<file path="src/common/ssw_pkg.sv">
// Constants, register map and types of the supply supervisor watchdog.
package ssw_pkg;
  // Clock and watchdog timebase.
  localparam int CLK_PERIOD_NS = 10;
  localparam int WD_PERIOD_NS = 6_400_000;
  localparam int WD_HALF_PERIOD_NS = 3_200_000;
  localparam int HALF_TICK_CYCLES_DEF = WD_HALF_PERIOD_NS / CLK_PERIOD_NS;
  localparam int TICKS_PER_PERIOD = WD_PERIOD_NS / WD_HALF_PERIOD_NS;
  localparam int EXT_SHIFT = 7;
  // Manual reset glitch rejection, least time, rounded up.
  localparam int MR_GLITCH_NS = 200;
  localparam int MR_FILT_CYCLES_DEF =
    (MR_GLITCH_NS + CLK_PERIOD_NS - 1) / CLK_PERIOD_NS;
  localparam int SAMPLE_CYCLES_DEF = 64;
  // Field widths.
  localparam int SET_W = 16;
  localparam int CLS_W = 2;
  localparam int WDS_W = SET_W + CLS_W;
  localparam int CNT_W = SET_W + EXT_SHIFT + 2;
  // Watchdog timing setting classes.
  localparam logic [CLS_W-1:0] CLS_GROUNDED = 2'h0;
  localparam logic [CLS_W-1:0] CLS_SHORT = 2'h1;
  localparam logic [CLS_W-1:0] CLS_NORMAL = 2'h2;
  localparam logic [CLS_W-1:0] CLS_OPEN = 2'h3;
  // Register map, byte addresses.
  localparam int ADDR_W = 12;
  localparam logic [ADDR_W-1:0] ADDR_RST_SET = 12'h000;
  localparam logic [ADDR_W-1:0] ADDR_WD_SET = 12'h004;
  localparam logic [ADDR_W-1:0] ADDR_STATUS = 12'h008;
  localparam logic [ADDR_W-1:0] ADDR_WD_STORED = 12'h00C;
  localparam logic [SET_W-1:0] RST_SET_RESET = 16'h0002;
  localparam logic [WDS_W-1:0] WD_SET_RESET = 18'h2_0050;
  localparam int WD_CNT_LSB = 0;
  localparam int WD_CLS_LSB = 16;
  localparam int ST_STATE_LSB = 0;
  localparam int ST_RST_BIT = 4;
  localparam int ST_MR_BIT = 5;
  localparam int ST_PF_BIT = 6;
  localparam int ST_VALID_BIT = 7;
  localparam int ST_FAULT_BIT = 8;
  localparam logic [1:0] RESP_OKAY = 2'h0;
  localparam logic [1:0] RESP_SLVERR = 2'h2;
  typedef enum logic [3:0] {
    SSW_FAULT = 4'h1,
    SSW_HOLD = 4'h2,
    SSW_SAMPLE = 4'h4,
    SSW_RUN = 4'h8
  } ssw_state_t;
endpackage

</file>
<file path="src/common/ssw_reg_if.sv">
// Register values passed between the bus slave and the supervisor core.
`timescale 1ns/1ps
interface ssw_reg_if;
  import ssw_pkg::*;
  logic [SET_W-1:0] rst_setting;
  logic [WDS_W-1:0] wd_setting;
  logic [31:0] status;
  logic [31:0] wd_stored;
  logic fault_clr;
  modport regs(output rst_setting, output wd_setting, output fault_clr,
               input status, input wd_stored);
  modport core(input rst_setting, input wd_setting, input fault_clr,
               output status, output wd_stored);
endinterface

</file>
<file path="src/verilog/ssw_axil_regs.sv">
// AXI4-Lite register slave of the supply supervisor watchdog.
`timescale 1ns/1ps
module ssw_axil_regs
  import ssw_pkg::*;
(
  input wire logic clk,
  input wire logic arst_n,
  input wire logic [ADDR_W-1:0] s_axi_awaddr,
  input wire logic s_axi_awvalid,
  output logic s_axi_awready,
  input wire logic [31:0] s_axi_wdata,
  input wire logic [3:0] s_axi_wstrb,
  input wire logic s_axi_wvalid,
  output logic s_axi_wready,
  output logic [1:0] s_axi_bresp,
  output logic s_axi_bvalid,
  input wire logic s_axi_bready,
  input wire logic [ADDR_W-1:0] s_axi_araddr,
  input wire logic s_axi_arvalid,
  output logic s_axi_arready,
  output logic [31:0] s_axi_rdata,
  output logic [1:0] s_axi_rresp,
  output logic s_axi_rvalid,
  input wire logic s_axi_rready,
  ssw_reg_if.regs rif
);
  logic aw_full_reg;
  logic [ADDR_W-1:0] aw_addr_reg;
  logic w_full_reg;
  logic [31:0] w_data_reg;
  logic [3:0] w_strb_reg;
  logic [SET_W-1:0] rst_set_reg;
  logic [WDS_W-1:0] wd_set_reg;
  logic bvalid_reg;
  logic [1:0] bresp_reg;
  logic rvalid_reg;
  logic [31:0] rdata_reg;
  logic [1:0] rresp_reg;
  logic aw_take;
  logic w_take;
  logic ar_take;
  logic do_write;
  logic [ADDR_W-1:0] wa;
  logic [31:0] wdat;
  logic [3:0] wstb;
  logic [2:0] wsel;
  logic [2:0] rsel;
  logic [31:0] rst_merged;
  logic [31:0] wd_merged;

  // Bit 2 flags a mapped word, bits 1:0 give its index.
  function automatic logic [2:0] decode(input logic [ADDR_W-1:0] a);
    decode = {a[ADDR_W-1:4] == '0, a[3:2]};
  endfunction

  function automatic logic [31:0] merge(input logic [31:0] old,
                                        input logic [31:0] nw,
                                        input logic [3:0] strb);
    logic [31:0] m;
    m = old;
    for (int i = 0; i < 4; i++) begin
      if (strb[i]) begin
        m[i*8 +: 8] = nw[i*8 +: 8];
      end
    end
    merge = m;
  endfunction

  assign s_axi_awready = !aw_full_reg && !bvalid_reg;
  assign s_axi_wready = !w_full_reg && !bvalid_reg;
  assign s_axi_arready = !rvalid_reg;
  assign aw_take = s_axi_awvalid && s_axi_awready;
  assign w_take = s_axi_wvalid && s_axi_wready;
  assign ar_take = s_axi_arvalid && s_axi_arready;
  assign do_write = (aw_full_reg || aw_take) && (w_full_reg || w_take);
  assign wa = aw_full_reg ? aw_addr_reg : s_axi_awaddr;
  assign wdat = w_full_reg ? w_data_reg : s_axi_wdata;
  assign wstb = w_full_reg ? w_strb_reg : s_axi_wstrb;
  assign wsel = decode(wa);
  assign rsel = decode(s_axi_araddr);
  assign rst_merged = merge({16'h0000, rst_set_reg}, wdat, wstb);
  assign wd_merged = merge({14'h0000, wd_set_reg}, wdat, wstb);
  assign s_axi_bvalid = bvalid_reg;
  assign s_axi_bresp = bresp_reg;
  assign s_axi_rvalid = rvalid_reg;
  assign s_axi_rdata = rdata_reg;
  assign s_axi_rresp = rresp_reg;
  assign rif.rst_setting = rst_set_reg;
  assign rif.wd_setting = wd_set_reg;
  assign rif.fault_clr = do_write && wsel == {1'b1, ADDR_STATUS[3:2]} &&
                         wstb[ST_FAULT_BIT/8] && wdat[ST_FAULT_BIT];

  always_ff @(posedge clk or negedge arst_n) begin
    if (!arst_n) begin
      aw_full_reg <= 1'b0;
      aw_addr_reg <= '0;
      w_full_reg <= 1'b0;
      w_data_reg <= '0;
      w_strb_reg <= '0;
    end else begin
      if (do_write) begin
        aw_full_reg <= 1'b0;
        w_full_reg <= 1'b0;
      end else begin
        if (aw_take) begin
          aw_full_reg <= 1'b1;
          aw_addr_reg <= s_axi_awaddr;
        end
        if (w_take) begin
          w_full_reg <= 1'b1;
          w_data_reg <= s_axi_wdata;
          w_strb_reg <= s_axi_wstrb;
        end
      end
    end
  end

  always_ff @(posedge clk or negedge arst_n) begin
    if (!arst_n) begin
      rst_set_reg <= RST_SET_RESET;
      wd_set_reg <= WD_SET_RESET;
      bvalid_reg <= 1'b0;
      bresp_reg <= RESP_OKAY;
    end else begin
      if (do_write) begin
        bvalid_reg <= 1'b1;
        bresp_reg <= wsel[2] ? RESP_OKAY : RESP_SLVERR;
        if (wsel == {1'b1, ADDR_RST_SET[3:2]}) begin
          rst_set_reg <= rst_merged[SET_W-1:0];
        end
        if (wsel == {1'b1, ADDR_WD_SET[3:2]}) begin
          wd_set_reg <= wd_merged[WDS_W-1:0];
        end
      end else if (s_axi_bready) begin
        bvalid_reg <= 1'b0;
      end
    end
  end

  always_ff @(posedge clk or negedge arst_n) begin
    if (!arst_n) begin
      rvalid_reg <= 1'b0;
      rdata_reg <= '0;
      rresp_reg <= RESP_OKAY;
    end else if (ar_take) begin
      rvalid_reg <= 1'b1;
      rresp_reg <= rsel[2] ? RESP_OKAY : RESP_SLVERR;
      unique case (rsel)
        {1'b1, ADDR_RST_SET[3:2]}: rdata_reg <= {16'h0000, rst_set_reg};
        {1'b1, ADDR_WD_SET[3:2]}: rdata_reg <= {14'h0000, wd_set_reg};
        {1'b1, ADDR_STATUS[3:2]}: rdata_reg <= rif.status;
        {1'b1, ADDR_WD_STORED[3:2]}: rdata_reg <= rif.wd_stored;
        default: rdata_reg <= '0;
      endcase
    end else if (s_axi_rready) begin
      rvalid_reg <= 1'b0;
    end
  end
endmodule

</file>
<file path="src/verilog/ssw_supervisor.sv">
// Supply supervisor with reset hold timer and watchdog, top level.
`timescale 1ns/1ps
module ssw_supervisor
  import ssw_pkg::*;
#(
  parameter int HALF_TICK_CYCLES = HALF_TICK_CYCLES_DEF,
  parameter int MR_FILT_CYCLES = MR_FILT_CYCLES_DEF,
  parameter int SAMPLE_CYCLES = SAMPLE_CYCLES_DEF
) (
  input wire logic clk,
  input wire logic arst_n,
  input wire logic supply_below_threshold,
  input wire logic supply_above_hysteresis,
  input wire logic manual_reset_in_n,
  input wire logic watchdog_kick_in,
  input wire logic watchdog_range_select,
  output logic reset_out_n,
  input wire logic [ADDR_W-1:0] s_axi_awaddr,
  input wire logic s_axi_awvalid,
  output logic s_axi_awready,
  input wire logic [31:0] s_axi_wdata,
  input wire logic [3:0] s_axi_wstrb,
  input wire logic s_axi_wvalid,
  output logic s_axi_wready,
  output logic [1:0] s_axi_bresp,
  output logic s_axi_bvalid,
  input wire logic s_axi_bready,
  input wire logic [ADDR_W-1:0] s_axi_araddr,
  input wire logic s_axi_arvalid,
  output logic s_axi_arready,
  output logic [31:0] s_axi_rdata,
  output logic [1:0] s_axi_rresp,
  output logic s_axi_rvalid,
  input wire logic s_axi_rready
);
  localparam int NPIN = 5;
  localparam int HW = $clog2(HALF_TICK_CYCLES + 1);
  localparam int MW = $clog2(MR_FILT_CYCLES + 1);
  localparam int SW = $clog2(SAMPLE_CYCLES + 1);
  localparam logic [HW-1:0] HALF_LAST = HW'(HALF_TICK_CYCLES - 1);
  localparam logic [MW-1:0] MR_LAST = MW'(MR_FILT_CYCLES - 1);
  localparam logic [SW-1:0] SMP_LAST = SW'(SAMPLE_CYCLES - 1);
  localparam int HOLD_W = SET_W + 2;

  ssw_reg_if rif();

  logic [NPIN-1:0] pin_raw;
  logic [NPIN-1:0] sync1_reg;
  logic [NPIN-1:0] sync2_reg;
  logic s_below;
  logic s_above;
  logic s_mr_n;
  logic s_kick;
  logic s_range;
  logic mr_filt_reg;
  logic [MW-1:0] mr_cnt_reg;
  logic pf_reg;
  logic kick_prev_reg;
  logic range_prev_reg;
  logic kick_fall;
  logic range_edge;
  logic cond_active;
  ssw_state_t state_reg;
  ssw_state_t state_next;
  logic [HW-1:0] half_cnt_reg;
  logic half_tick;
  logic div_clr;
  logic [HOLD_W-1:0] hold_cnt_reg;
  logic [HOLD_W-1:0] hold_target;
  logic hold_done;
  logic [SW-1:0] smp_cnt_reg;
  logic smp_done;
  logic [WDS_W-1:0] wd_stored_reg;
  logic wd_valid_reg;
  logic [CNT_W-1:0] wd_cnt_reg;
  logic [CNT_W-1:0] wd_periods;
  logic [CNT_W-1:0] wd_limit;
  logic [CLS_W-1:0] wd_cls;
  logic expire;
  logic fault_seen_reg;
  logic reset_out_n_reg;

  ssw_axil_regs u_regs (
    .clk(clk),
    .arst_n(arst_n),
    .s_axi_awaddr(s_axi_awaddr),
    .s_axi_awvalid(s_axi_awvalid),
    .s_axi_awready(s_axi_awready),
    .s_axi_wdata(s_axi_wdata),
    .s_axi_wstrb(s_axi_wstrb),
    .s_axi_wvalid(s_axi_wvalid),
    .s_axi_wready(s_axi_wready),
    .s_axi_bresp(s_axi_bresp),
    .s_axi_bvalid(s_axi_bvalid),
    .s_axi_bready(s_axi_bready),
    .s_axi_araddr(s_axi_araddr),
    .s_axi_arvalid(s_axi_arvalid),
    .s_axi_arready(s_axi_arready),
    .s_axi_rdata(s_axi_rdata),
    .s_axi_rresp(s_axi_rresp),
    .s_axi_rvalid(s_axi_rvalid),
    .s_axi_rready(s_axi_rready),
    .rif(rif)
  );

  // The manual reset pin has no pull-up; the board must drive it.
  assign pin_raw = {watchdog_range_select, watchdog_kick_in,
                    manual_reset_in_n, supply_above_hysteresis,
                    supply_below_threshold};

  // Synchronisers clear to 0, so manual reset reads as pressed and
  // holds reset until the real pin level has passed the filter.
  for (genvar i = 0; i < NPIN; i++) begin : g_sync
    always_ff @(posedge clk or negedge arst_n) begin
      if (!arst_n) begin
        sync1_reg[i] <= 1'b0;
        sync2_reg[i] <= 1'b0;
      end else begin
        sync1_reg[i] <= pin_raw[i];
        sync2_reg[i] <= sync1_reg[i];
      end
    end
  end

  assign s_below = sync2_reg[0];
  assign s_above = sync2_reg[1];
  assign s_mr_n = sync2_reg[2];
  assign s_kick = sync2_reg[3];
  assign s_range = sync2_reg[4];

  // A new level is adopted only after it has stood unbroken.
  always_ff @(posedge clk or negedge arst_n) begin
    if (!arst_n) begin
      mr_filt_reg <= 1'b0;
      mr_cnt_reg <= '0;
    end else if (s_mr_n == mr_filt_reg) begin
      mr_cnt_reg <= '0;
    end else if (mr_cnt_reg == MR_LAST) begin
      mr_filt_reg <= s_mr_n;
      mr_cnt_reg <= '0;
    end else begin
      mr_cnt_reg <= mr_cnt_reg + 1'b1;
    end
  end

  always_ff @(posedge clk or negedge arst_n) begin
    if (!arst_n) begin
      pf_reg <= 1'b1;
    end else if (s_below) begin
      pf_reg <= 1'b1;
    end else if (s_above) begin
      pf_reg <= 1'b0;
    end
  end

  always_ff @(posedge clk or negedge arst_n) begin
    if (!arst_n) begin
      kick_prev_reg <= 1'b0;
      range_prev_reg <= 1'b0;
    end else begin
      kick_prev_reg <= s_kick;
      range_prev_reg <= s_range;
    end
  end

  assign kick_fall = kick_prev_reg && !s_kick;
  assign range_edge = range_prev_reg != s_range;
  assign cond_active = pf_reg || !mr_filt_reg;

  // Divider restarts with each hold, sample or watchdog clear.
  assign div_clr = state_reg == SSW_FAULT || state_reg == SSW_SAMPLE ||
                   expire || (state_reg == SSW_RUN &&
                   (kick_fall || range_edge));
  assign half_tick = half_cnt_reg == HALF_LAST;

  always_ff @(posedge clk or negedge arst_n) begin
    if (!arst_n) begin
      half_cnt_reg <= '0;
    end else if (div_clr || half_tick) begin
      half_cnt_reg <= '0;
    end else begin
      half_cnt_reg <= half_cnt_reg + 1'b1;
    end
  end

  // Hold time is the reset setting in whole watchdog periods.
  assign hold_target = HOLD_W'(rif.rst_setting) *
                       HOLD_W'(TICKS_PER_PERIOD);
  assign hold_done = hold_cnt_reg >= hold_target;

  always_ff @(posedge clk or negedge arst_n) begin
    if (!arst_n) begin
      hold_cnt_reg <= '0;
    end else if (state_reg != SSW_HOLD) begin
      hold_cnt_reg <= '0;
    end else if (half_tick && !hold_done) begin
      hold_cnt_reg <= hold_cnt_reg + 1'b1;
    end
  end

  assign smp_done = smp_cnt_reg == SMP_LAST;

  always_ff @(posedge clk or negedge arst_n) begin
    if (!arst_n) begin
      smp_cnt_reg <= '0;
    end else if (state_reg != SSW_SAMPLE || smp_done) begin
      smp_cnt_reg <= '0;
    end else begin
      smp_cnt_reg <= smp_cnt_reg + 1'b1;
    end
  end

  always_ff @(posedge clk or negedge arst_n) begin
    if (!arst_n) begin
      wd_stored_reg <= '0;
      wd_valid_reg <= 1'b0;
    end else if (state_reg == SSW_SAMPLE && smp_done &&
                 !cond_active) begin
      wd_stored_reg <= rif.wd_setting;
      wd_valid_reg <= 1'b1;
    end
  end

  // Timeout in half periods: 2 * periods + 1, periods scaled by range.
  assign wd_cls = wd_stored_reg[WD_CLS_LSB +: CLS_W];
  assign wd_periods = s_range ?
                      CNT_W'(wd_stored_reg[WD_CNT_LSB +: SET_W]) <<
                      EXT_SHIFT :
                      CNT_W'(wd_stored_reg[WD_CNT_LSB +: SET_W]);
  assign wd_limit = CNT_W'(wd_periods * CNT_W'(TICKS_PER_PERIOD)) +
                    CNT_W'(1);
  assign expire = state_reg == SSW_RUN && !range_edge && !kick_fall &&
                  (wd_cls == CLS_SHORT ||
                  (wd_cls == CLS_NORMAL && wd_cnt_reg >= wd_limit));

  always_ff @(posedge clk or negedge arst_n) begin
    if (!arst_n) begin
      wd_cnt_reg <= '0;
    end else if (state_reg != SSW_RUN || kick_fall || range_edge ||
                 expire) begin
      wd_cnt_reg <= '0;
    end else if (half_tick && wd_cnt_reg < wd_limit) begin
      wd_cnt_reg <= wd_cnt_reg + 1'b1;
    end
  end

  always_comb begin
    state_next = state_reg;
    if (cond_active) begin
      state_next = SSW_FAULT;
    end else begin
      unique case (state_reg)
        SSW_FAULT: state_next = SSW_HOLD;
        SSW_HOLD: if (hold_done) begin
          state_next = SSW_SAMPLE;
        end
        SSW_SAMPLE: if (smp_done) begin
          state_next = SSW_RUN;
        end
        SSW_RUN: if (expire) begin
          state_next = SSW_HOLD;
        end
      endcase
    end
  end

  always_ff @(posedge clk or negedge arst_n) begin
    if (!arst_n) begin
      state_reg <= SSW_FAULT;
      reset_out_n_reg <= 1'b0;
    end else begin
      state_reg <= state_next;
      reset_out_n_reg <= state_next == SSW_SAMPLE ||
                         state_next == SSW_RUN;
    end
  end

  // A new expiry in the clearing cycle keeps the flag set.
  always_ff @(posedge clk or negedge arst_n) begin
    if (!arst_n) begin
      fault_seen_reg <= 1'b0;
    end else if (expire) begin
      fault_seen_reg <= 1'b1;
    end else if (rif.fault_clr) begin
      fault_seen_reg <= 1'b0;
    end
  end

  assign reset_out_n = reset_out_n_reg;
  assign rif.wd_stored = {14'h0000, wd_stored_reg};
  assign rif.status = {23'h00_0000, fault_seen_reg, wd_valid_reg, pf_reg,
                       mr_filt_reg, reset_out_n_reg, state_reg};

  fault_low_a: assert property (
    @(posedge clk) disable iff (!arst_n)
    cond_active |=> !reset_out_n && state_reg == SSW_FAULT)
    else $error("reset not asserted under a reset condition");

  hold_release_a: assert property (
    @(posedge clk) disable iff (!arst_n)
    $rose(reset_out_n) |-> $past(state_reg) == SSW_HOLD &&
    $past(hold_done) && $past(hold_cnt_reg) == $past(hold_target))
    else $error("reset released before the hold period ended");

  wd_pulse_a: assert property (
    @(posedge clk) disable iff (!arst_n)
    expire && !cond_active |=> state_reg == SSW_HOLD && !reset_out_n &&
    hold_cnt_reg == '0)
    else $error("watchdog expiry did not start a hold pulse");

  wd_limit_a: assert property (
    @(posedge clk) disable iff (!arst_n)
    expire && wd_cls == CLS_NORMAL |-> wd_cnt_reg == wd_limit &&
    wd_limit[0])
    else $error("watchdog expired at the wrong count");

  wd_range_a: assert property (
    @(posedge clk) disable iff (!arst_n)
    s_range |-> wd_periods ==
    CNT_W'(wd_stored_reg[WD_CNT_LSB +: SET_W]) * CNT_W'(128))
    else $error("extended range scaling is wrong");

  wd_disable_a: assert property (
    @(posedge clk) disable iff (!arst_n)
    wd_cls == CLS_GROUNDED || wd_cls == CLS_OPEN |-> !expire)
    else $error("disabled watchdog produced an expiry");

  wd_clear_a: assert property (
    @(posedge clk) disable iff (!arst_n)
    state_reg == SSW_RUN && (kick_fall || range_edge) |=>
    wd_cnt_reg == '0 && half_cnt_reg == '0)
    else $error("kick or range change did not clear the watchdog");

  wd_idle_a: assert property (
    @(posedge clk) disable iff (!arst_n)
    !reset_out_n ##1 !reset_out_n |-> wd_cnt_reg == '0)
    else $error("watchdog counted while reset was asserted");

  mr_filter_a: assert property (
    @(posedge clk) disable iff (!arst_n)
    $changed(mr_filt_reg) |-> $past(mr_cnt_reg) == MR_LAST &&
    $past(s_mr_n) == mr_filt_reg)
    else $error("manual reset level adopted without filtering");

  mr_hold_a: assert property (
    @(posedge clk) disable iff (!arst_n)
    $rose(mr_filt_reg) && !pf_reg |=> state_reg == SSW_HOLD)
    else $error("manual reset release did not start the hold");

  pf_release_a: assert property (
    @(posedge clk) disable iff (!arst_n)
    $fell(pf_reg) |-> $past(s_above) && !$past(s_below))
    else $error("supply release without hysteresis level");

  sample_abort_a: assert property (
    @(posedge clk) disable iff (!arst_n)
    state_reg == SSW_SAMPLE && cond_active |=>
    state_reg == SSW_FAULT && $stable(wd_stored_reg) ##1
    smp_cnt_reg == '0)
    else $error("sampling not abandoned on reset");

  tick_div_a: assert property (
    @(posedge clk) disable iff (!arst_n)
    half_tick && !div_clr |=> half_cnt_reg == '0 ##1
    (half_cnt_reg == HW'(1) || $past(div_clr)))
    else $error("divider did not wrap at the half period");
endmodule

</file>
<file path="config.mk">
export PLATFORM = sky130hd
export DESIGN_NAME = ssw_supervisor
export DESIGN_NICKNAME = d
export VERILOG_FILES = /design/src/common/ssw_pkg.sv /design/src/common/ssw_reg_if.sv /design/src/verilog/ssw_axil_regs.sv /design/src/verilog/ssw_supervisor.sv
export SDC_FILE = /design/constraint.sdc
export NUM_CORES = 1
export LEC_CHECK = 0
export ABC_AREA = 1
export ABC_CLOCK_PERIOD_IN_PS = 4050
export BUFFER_PORTS_ARGS = -buffer_cell sky130_fd_sc_hd__buf_2
export CORE_MARGIN = 2
export CORE_UTILIZATION = 25
export CTS_CLUSTER_DIAMETER = 120
export DETAILED_ROUTE_END_ITERATION = 16
export PLACE_DENSITY = 0.42
export SKIP_CTS_REPAIR_TIMING = 1
export SLEW_MARGIN = 20
export SYNTH_ARGS = -nofsm -noshare
export SYNTH_HDL_FRONTEND = slang
export SYNTH_HIERARCHICAL = 1
export SYNTH_SLANG_ARGS = --single-unit
</file>
<file path="constraint.sdc">
create_clock -name clk -period 4.05 [get_ports clk]
set_input_delay 0.2025 -clock clk [delete_from_list [all_inputs] [get_ports clk]]
set_output_delay 0.2025 -clock clk [all_outputs]
set_load 0.02 [all_outputs]
</file>
**Word-level counts from Yosys, hierarchy flattened**

Index checks and enable logic that the tools add are counted.

- Flip-flop bits (word level): 220
- Word-level logic and storage cells: 166
- Output and inout port bits: 42

- Bitwise logic cells: 2
- Order comparisons: 3
- Reduce and logical (&&, ||, !) cells: 61
- Add/subtract/negate cells: 6
- Mux-type cells: 32
- Equal/unequal tests: 23

Operator list:

| operator | number |
|---|---|
| $pmux W18 S4 | 1 |
| $mux W18 | 3 |
| $mux W25 | 2 |
| $add A24 B1 Y25 const B | 1 |
| $add A25 B1 Y25 const B | 1 |
| $ge A25 B25 Y1 | 1 |
| $lt A25 B25 Y1 | 1 |
| $mux W23 | 1 |
| $eq A3 B3 Y1 const B | 7 |
| $add A19 B1 Y19 const B | 1 |
| $eq A19 B19 Y1 const B | 1 |
| $logic_and A1 B1 Y1 | 19 |
| $mux W19 | 1 |
| $add A18 B1 Y18 const B | 1 |
| $ge A18 B17 Y1 | 1 |
| $logic_not A8 Y1 | 2 |
| $mux W4 | 4 |
| $pmux W4 S4 | 1 |
| $reduce_bool A2 Y1 | 8 |
| $reduce_and A3 Y1 | 5 |
| $logic_or A1 B1 Y1 | 14 |
| $mux W1 | 12 |
| $mux W12 | 1 |
| $logic_not A1 Y1 | 10 |
| 21 further kinds | 28 |

**Logic depth before layout (Yosys ltp)**

- Word-level depth: 11
- Depth in mapped cells: 19

**Cells and area by module**

Netlist, hierarchy kept.

Modules (own cells, without submodules):

| module | sequential area each (sq um) | times used | cells an instance | area each (sq um) |
|---|---|---|---|---|
| ssw_supervisor | 2830.2 | 1 | 791 | 6630.1 |
| ssw_axil_regs | 2582.5 | 1 | 687 | 5308.8 |

**Worst setup path before layout**

No wires, ideal clock.

- Path type: register -> register
- Start point: register sync2_reg[4] (netlist: s_range)
- End point: register half_cnt_reg[12]
- Cell stages (with the launch flop): 17
- Library setup time: 0.121 ns
- Data arrival time: 2.377 ns
- Clock period less this slack: 2.498 ns
- Required time: 3.929 ns
- Slack: 1.552 ns
- Path through: dfrtp_1 -> buf_2 -> clkbuf_1 -> o21ai_0 -> ha_1 -> nand2_1 -> nor2_1 -> nand4_1 -> nor2_1 -> nand2_1 -> nand3_2 -> nand2_1 -> nand2_1 -> nand2_2 -> nand4_4 -> buf_6 -> nor2_1

- Longest elaborated chain between the ends: 10
- Elaborated cells between the ends (all ways): 16

RTL lines:

| item | RTL line | RTL |
|---|---|---|
| start: declaration | ssw_supervisor.sv:49 | `logic [NPIN-1:0] sync2_reg;` |
| start signal: indexed assignment | ssw_supervisor.sv:120 | `sync2_reg[i] <= sync1_reg[i];` |
| $mux W23 | ssw_supervisor.sv:226 | `assign wd_periods = s_range ?` |
| $add A24 B1 Y25 | ssw_supervisor.sv:230 | `assign wd_limit = CNT_W'(wd_periods * CNT_W'(TICKS_PER_PERIOD)) +` |
| $ge A25 B25 Y1 | ssw_supervisor.sv:234 | `(wd_cls == CLS_NORMAL && wd_cnt_reg >= wd_limit));` |
| $logic_and A1 B1 Y1 | ssw_supervisor.sv:234 |  |
| $logic_or A1 B1 Y1 | ssw_supervisor.sv:233 | `(wd_cls == CLS_SHORT \|\|` |
| $logic_and A1 B1 Y1 | ssw_supervisor.sv:232 | `assign expire = state_reg == SSW_RUN && !range_edge && !kick_fall &&` |
| $logic_or A1 B1 Y1 | ssw_supervisor.sv:171 | `assign div_clr = state_reg == SSW_FAULT \|\| state_reg == SSW_SAMPLE \|\|` |
| $logic_or A1 B1 Y1 * | ssw_supervisor.sv:172 | `expire \|\| (state_reg == SSW_RUN &&` |
| $logic_or A1 B1 Y1 * | ssw_supervisor.sv:179 | `end else if (div_clr \|\| half_tick) begin` |
| $mux W19 * | ssw_supervisor.sv:179 |  |
| end signal: assignment | ssw_supervisor.sv:182 | `half_cnt_reg <= half_cnt_reg + 1'b1;` |
| end: declaration | ssw_supervisor.sv:65 | `logic [HW-1:0] half_cnt_reg;` |

Every way passes the cells marked *; elsewhere a longest branch is shown, timed or not.
A chain may end at the register's enable or synchronous reset.

**Final worst setup path**

- Start point: register sync2_reg[4] (netlist: s_range)
- End point: register wd_cnt_reg[4]

- Longest elaborated chain between the ends: 8
- Elaborated cells between the ends (all ways): 16

RTL lines:

| item | RTL line | RTL |
|---|---|---|
| $mux W23 | ssw_supervisor.sv:226 |  |
| $add A24 B1 Y25 | ssw_supervisor.sv:230 |  |
| $ge A25 B25 Y1 | ssw_supervisor.sv:234 |  |
| $logic_and A1 B1 Y1 | ssw_supervisor.sv:234 |  |
| $logic_or A1 B1 Y1 | ssw_supervisor.sv:233 |  |
| $logic_and A1 B1 Y1 | ssw_supervisor.sv:232 |  |
| $logic_or A1 B1 Y1 | ssw_supervisor.sv:239 | `end else if (state_reg != SSW_RUN \|\| kick_fall \|\| range_edge \|\|` |
| $mux W25 or $reduce_bool A2 Y1 (tied branches) | -- |  |
| end signal: assignment | ssw_supervisor.sv:243 | `wd_cnt_reg <= wd_cnt_reg + 1'b1;` |
| end: declaration | ssw_supervisor.sv:75 | `logic [CNT_W-1:0] wd_cnt_reg;` |

Parallel ways exist; a longest one is shown, timed or not.

==> run summary <==
Share of cells above drive strength 1 = 14.08%
Setup skew after layout = 0.02235 ns
Post-Synthesis Cells = 1,478
Area taken by multi-input logic gates = 0.005813 mm^2
Setup Viol. Count Final = 0
Mux share of post-synthesis cell area = 2.945%
PortBufs = 92
Tmin final = 3.132 ns
Crit path capture type = flip-flop
Async S/R FF share, synth = 100.0%
Synth warn = 6
Routed Antenna Nets = 0
Post-synthesis compound-gate area fraction = 5.974%
Synth cell types = 47
Chip Height = 222.5 um
Worst Path Max Fanout = 12
Final GP Congestion = 0.8118
Reg area = 0.005413 mm^2
Post-DP HPWL = 24,340 um
FILL cells = 5,128
CTS root buffer = clkbuf_16
Clock Path Buffers = 3
Peak VDD IR = 322.1 uV
Routed vias/inst = 4.382
Synth top area share = 44.02%
Sink Count = 216
Max reg flops = 32
Power Density = 410.6 mW/mm^2
H-tree levels = 1
Number of buffers created by CTS = 28
CTS tree = built
Fmax = 319.3 MHz
Synth Area in XOR/XNOR = 2.861%
Predominant post-synthesis flop cell = dfrtp_1
Nets = 1,756
Avg Cell Area, Syn = 8.078 um^2
Setup TNS = 0 ns
Synth Area in Adders = 4.611%
Worst endpoint required time = 4.53 ns
Area share of and/or/nand/nor cells after synthesis = 30.97%
Crit path launch type = flip-flop
Core box area = 0.04745 mm^2
Post-synthesis register bit count = 216
Worst hold path class = in2reg
Tightest Pin Transition = 1.069 ns
Gr usage total = 13.63%
DRC errors left = 0
IO Pins = 114
Most numerous cell in the Yosys netlist = nand2_1
Die ar. = 0.04952 mm^2
Seq/Total Area, Yosys = 45.34%
Main combinational cell family by area after synthesis = simple AND/OR/NAND/NOR gates
Ant diodes = 0
Routed vias = 9,977
Post-synth top cells = nand2_1, dfrtp_1, inv_1, nand3_1, nor2_1
Remaining global-route overflow = 0
Final Total Pwr = 5.952 mW
Vias in the first global route = 9,626
Cell Area, Synth = 0.01194 mm^2
RSZ-0062 raised after global routing = false
Final wirelength = 33,430 um
Slew Limit Fails = 0
Site row count = 80
Clock latency on the worst-skew pair = 0.57 ns
Initial Util = 25.16%
Initial DRC count = 708
Clk slew on worst S/H paths = 0.06 ns
Outcome = complete, no violations
Initial antenna violation count = 0
Largest net degree at the start of global routing = 98
First-pass GRT wire length = 54,490 um
WP data arrival = 3.61 ns
Synth area leader = dfrtp_1
Top cells by area, synth = dfrtp_1, nand2_1, nand3_1
Die X = 222.5 um
EDFF count, synth = 0
Hold Fails Final Rpt = 0
Setup CP Type = reg2reg
DRT Pass-1 Iters = 5
WL per Instance = 14.68 um
Area growth syn-to-layout = 21.42%
Max Cap Violations = 0
Fin crit share = 77.33%
Relative slew margins = 28.48%
Leakage power = 7.139 nW
cell usage in the layout, fill, tap and decap left out, types with 5 or more instances in the layout:
| master | count |
|---|---|
| a21oi_1 | 36 |
| buf_2 | 91 |
| buf_4 | 13 |
| clkbuf_1 | 7 |
| clkbuf_16 | 28 |
| clkbuf_8 | 5 |
| clkinv_2 | 6 |
| conb_1 | 39 |
| dfrtp_1 | 210 |
| dfstp_2 | 6 |
| dlygate4sd3_1 | 39 |
| ha_1 | 44 |
| inv_1 | 136 |
| inv_2 | 5 |
| mux2_2 | 24 |
| mux2i_1 | 7 |
| nand2_1 | 432 |
| nand3_1 | 128 |
| nand3_2 | 8 |
| nand4_1 | 58 |
| nor2_1 | 123 |
| nor2_2 | 10 |
| nor2_4 | 8 |
| nor3_1 | 23 |
| nor4_1 | 8 |
| o21ai_0 | 67 |
| o21ai_1 | 11 |
| o21ai_2 | 5 |
| o31ai_1 | 6 |
| xnor2_1 | 10 |
| xor2_1 | 29 |
report_power, final:
part           leakage [nW]  internal (mW)  total [mW]  switching (mW)
sequential             2.89           2.35        2.47           0.119
clock                 0.477           1.62        2.62            1.00
combinational          3.77          0.268       0.862           0.594
cell type report:
cell class	count	share of cell area (%)
Timing Repair Buffer	145	6.750
Sequential cell	216	37.34
Inverter	146	3.789
Clock inverter	12	1.226
Multi-Input combinational cell	1103	40.10
Tap cell	615	5.308
Clock buffer	40	5.489
critical path, cell delays in order, from the launching register on:
cell and delay [ns]:
dfrtp_1 0.66, clkinv_1 0.37, nand2_1 0.16, ha_1 0.25, nand2_1 0.06, nand2_1 0.05
nand2_1 0.05, nand2_1 0.05, nand2_1 0.05, nand3_1 0.10, nand2_1 0.16, nand3_2 0.11
nand2_1 0.13, nand3_2 0.26, inv_1 0.32, o21ai_0 0.13, a21oi_1 0.12
cells by family (layout without fill, tap and decap cells):
family                   after synthesis  count (layout)
AO/OA/AOI/OAI                        132             132
XOR/XNOR                              39              39
adder cells (fa/ha/maj)               44              44
buffers and inverters                196             343
flip-flops                           216             216
multiplexers                          32              32
other                                  2              39
AND/OR/NAND/NOR                      817             817
routing by layer:
metal | part of all wire (%) | routed length, um | up-vias | track usage, %
met5 | 0 | 0 | - | 0
met4 | 1.9 | 636 | 0 | 3.009
met3 | 3.8 | 1269 | 43 | 1.970
met2 | 42 | 14150 | 175 | 20.35
met1 | 52 | 17380 | 4638 | 20.66
li1 | - | - | 5121 | -
per-stage QoR:
stage / instances / setup WS [ns] / util [%] / hold slack [ns] / cell area (um^2)
CTS: 2238 / 0.8779 / 29.73 / -0.3073 / 14100
global route: 2277 / 0.5264 / 30.55 / 0.04205 / 14500
detailed placement: 2186 / 0.8883 / 27.67 / 0.3125 / 13130
finish: 2277 / 0.9183 / 30.55 / 0.02919 / 14500
global placement: 2186 / 0.8972 / 27.67 / 0.3037 / 13130
floorplan: 1515 / 1.552 / - / -0.09309 / 12080
final timing paths:
kind / from / endpoint / slack, ns / depth (start not counted)
setup / recovery: s_range$_DFF_PN0_ / wd_cnt_reg[4]$_DFFE_PN0P_ / 0.92 / 16
hold / removal: s_axi_wvalid / u_regs/w_full_reg$_DFFE_PN0P_ / 0.03 / 5
setup reg to reg: s_range$_DFF_PN0_ / wd_cnt_reg[4]$_DFFE_PN0P_ / 0.92 / 16
hold reg to reg: sync1_reg[2]$_DFF_PN0_ / s_mr_n$_DFF_PN0_ / 0.34 / 0
max in group asynchronous: arst_n / u_regs/rif.wd_setting[6]$_DFFE_PN1P_ / 2.73 / 3
min in group asynchronous: arst_n / u_regs/s_axi_rdata[24]$_DFFE_PN0P_ / 0.26 / 2
(Power assumes the default switching activity.)
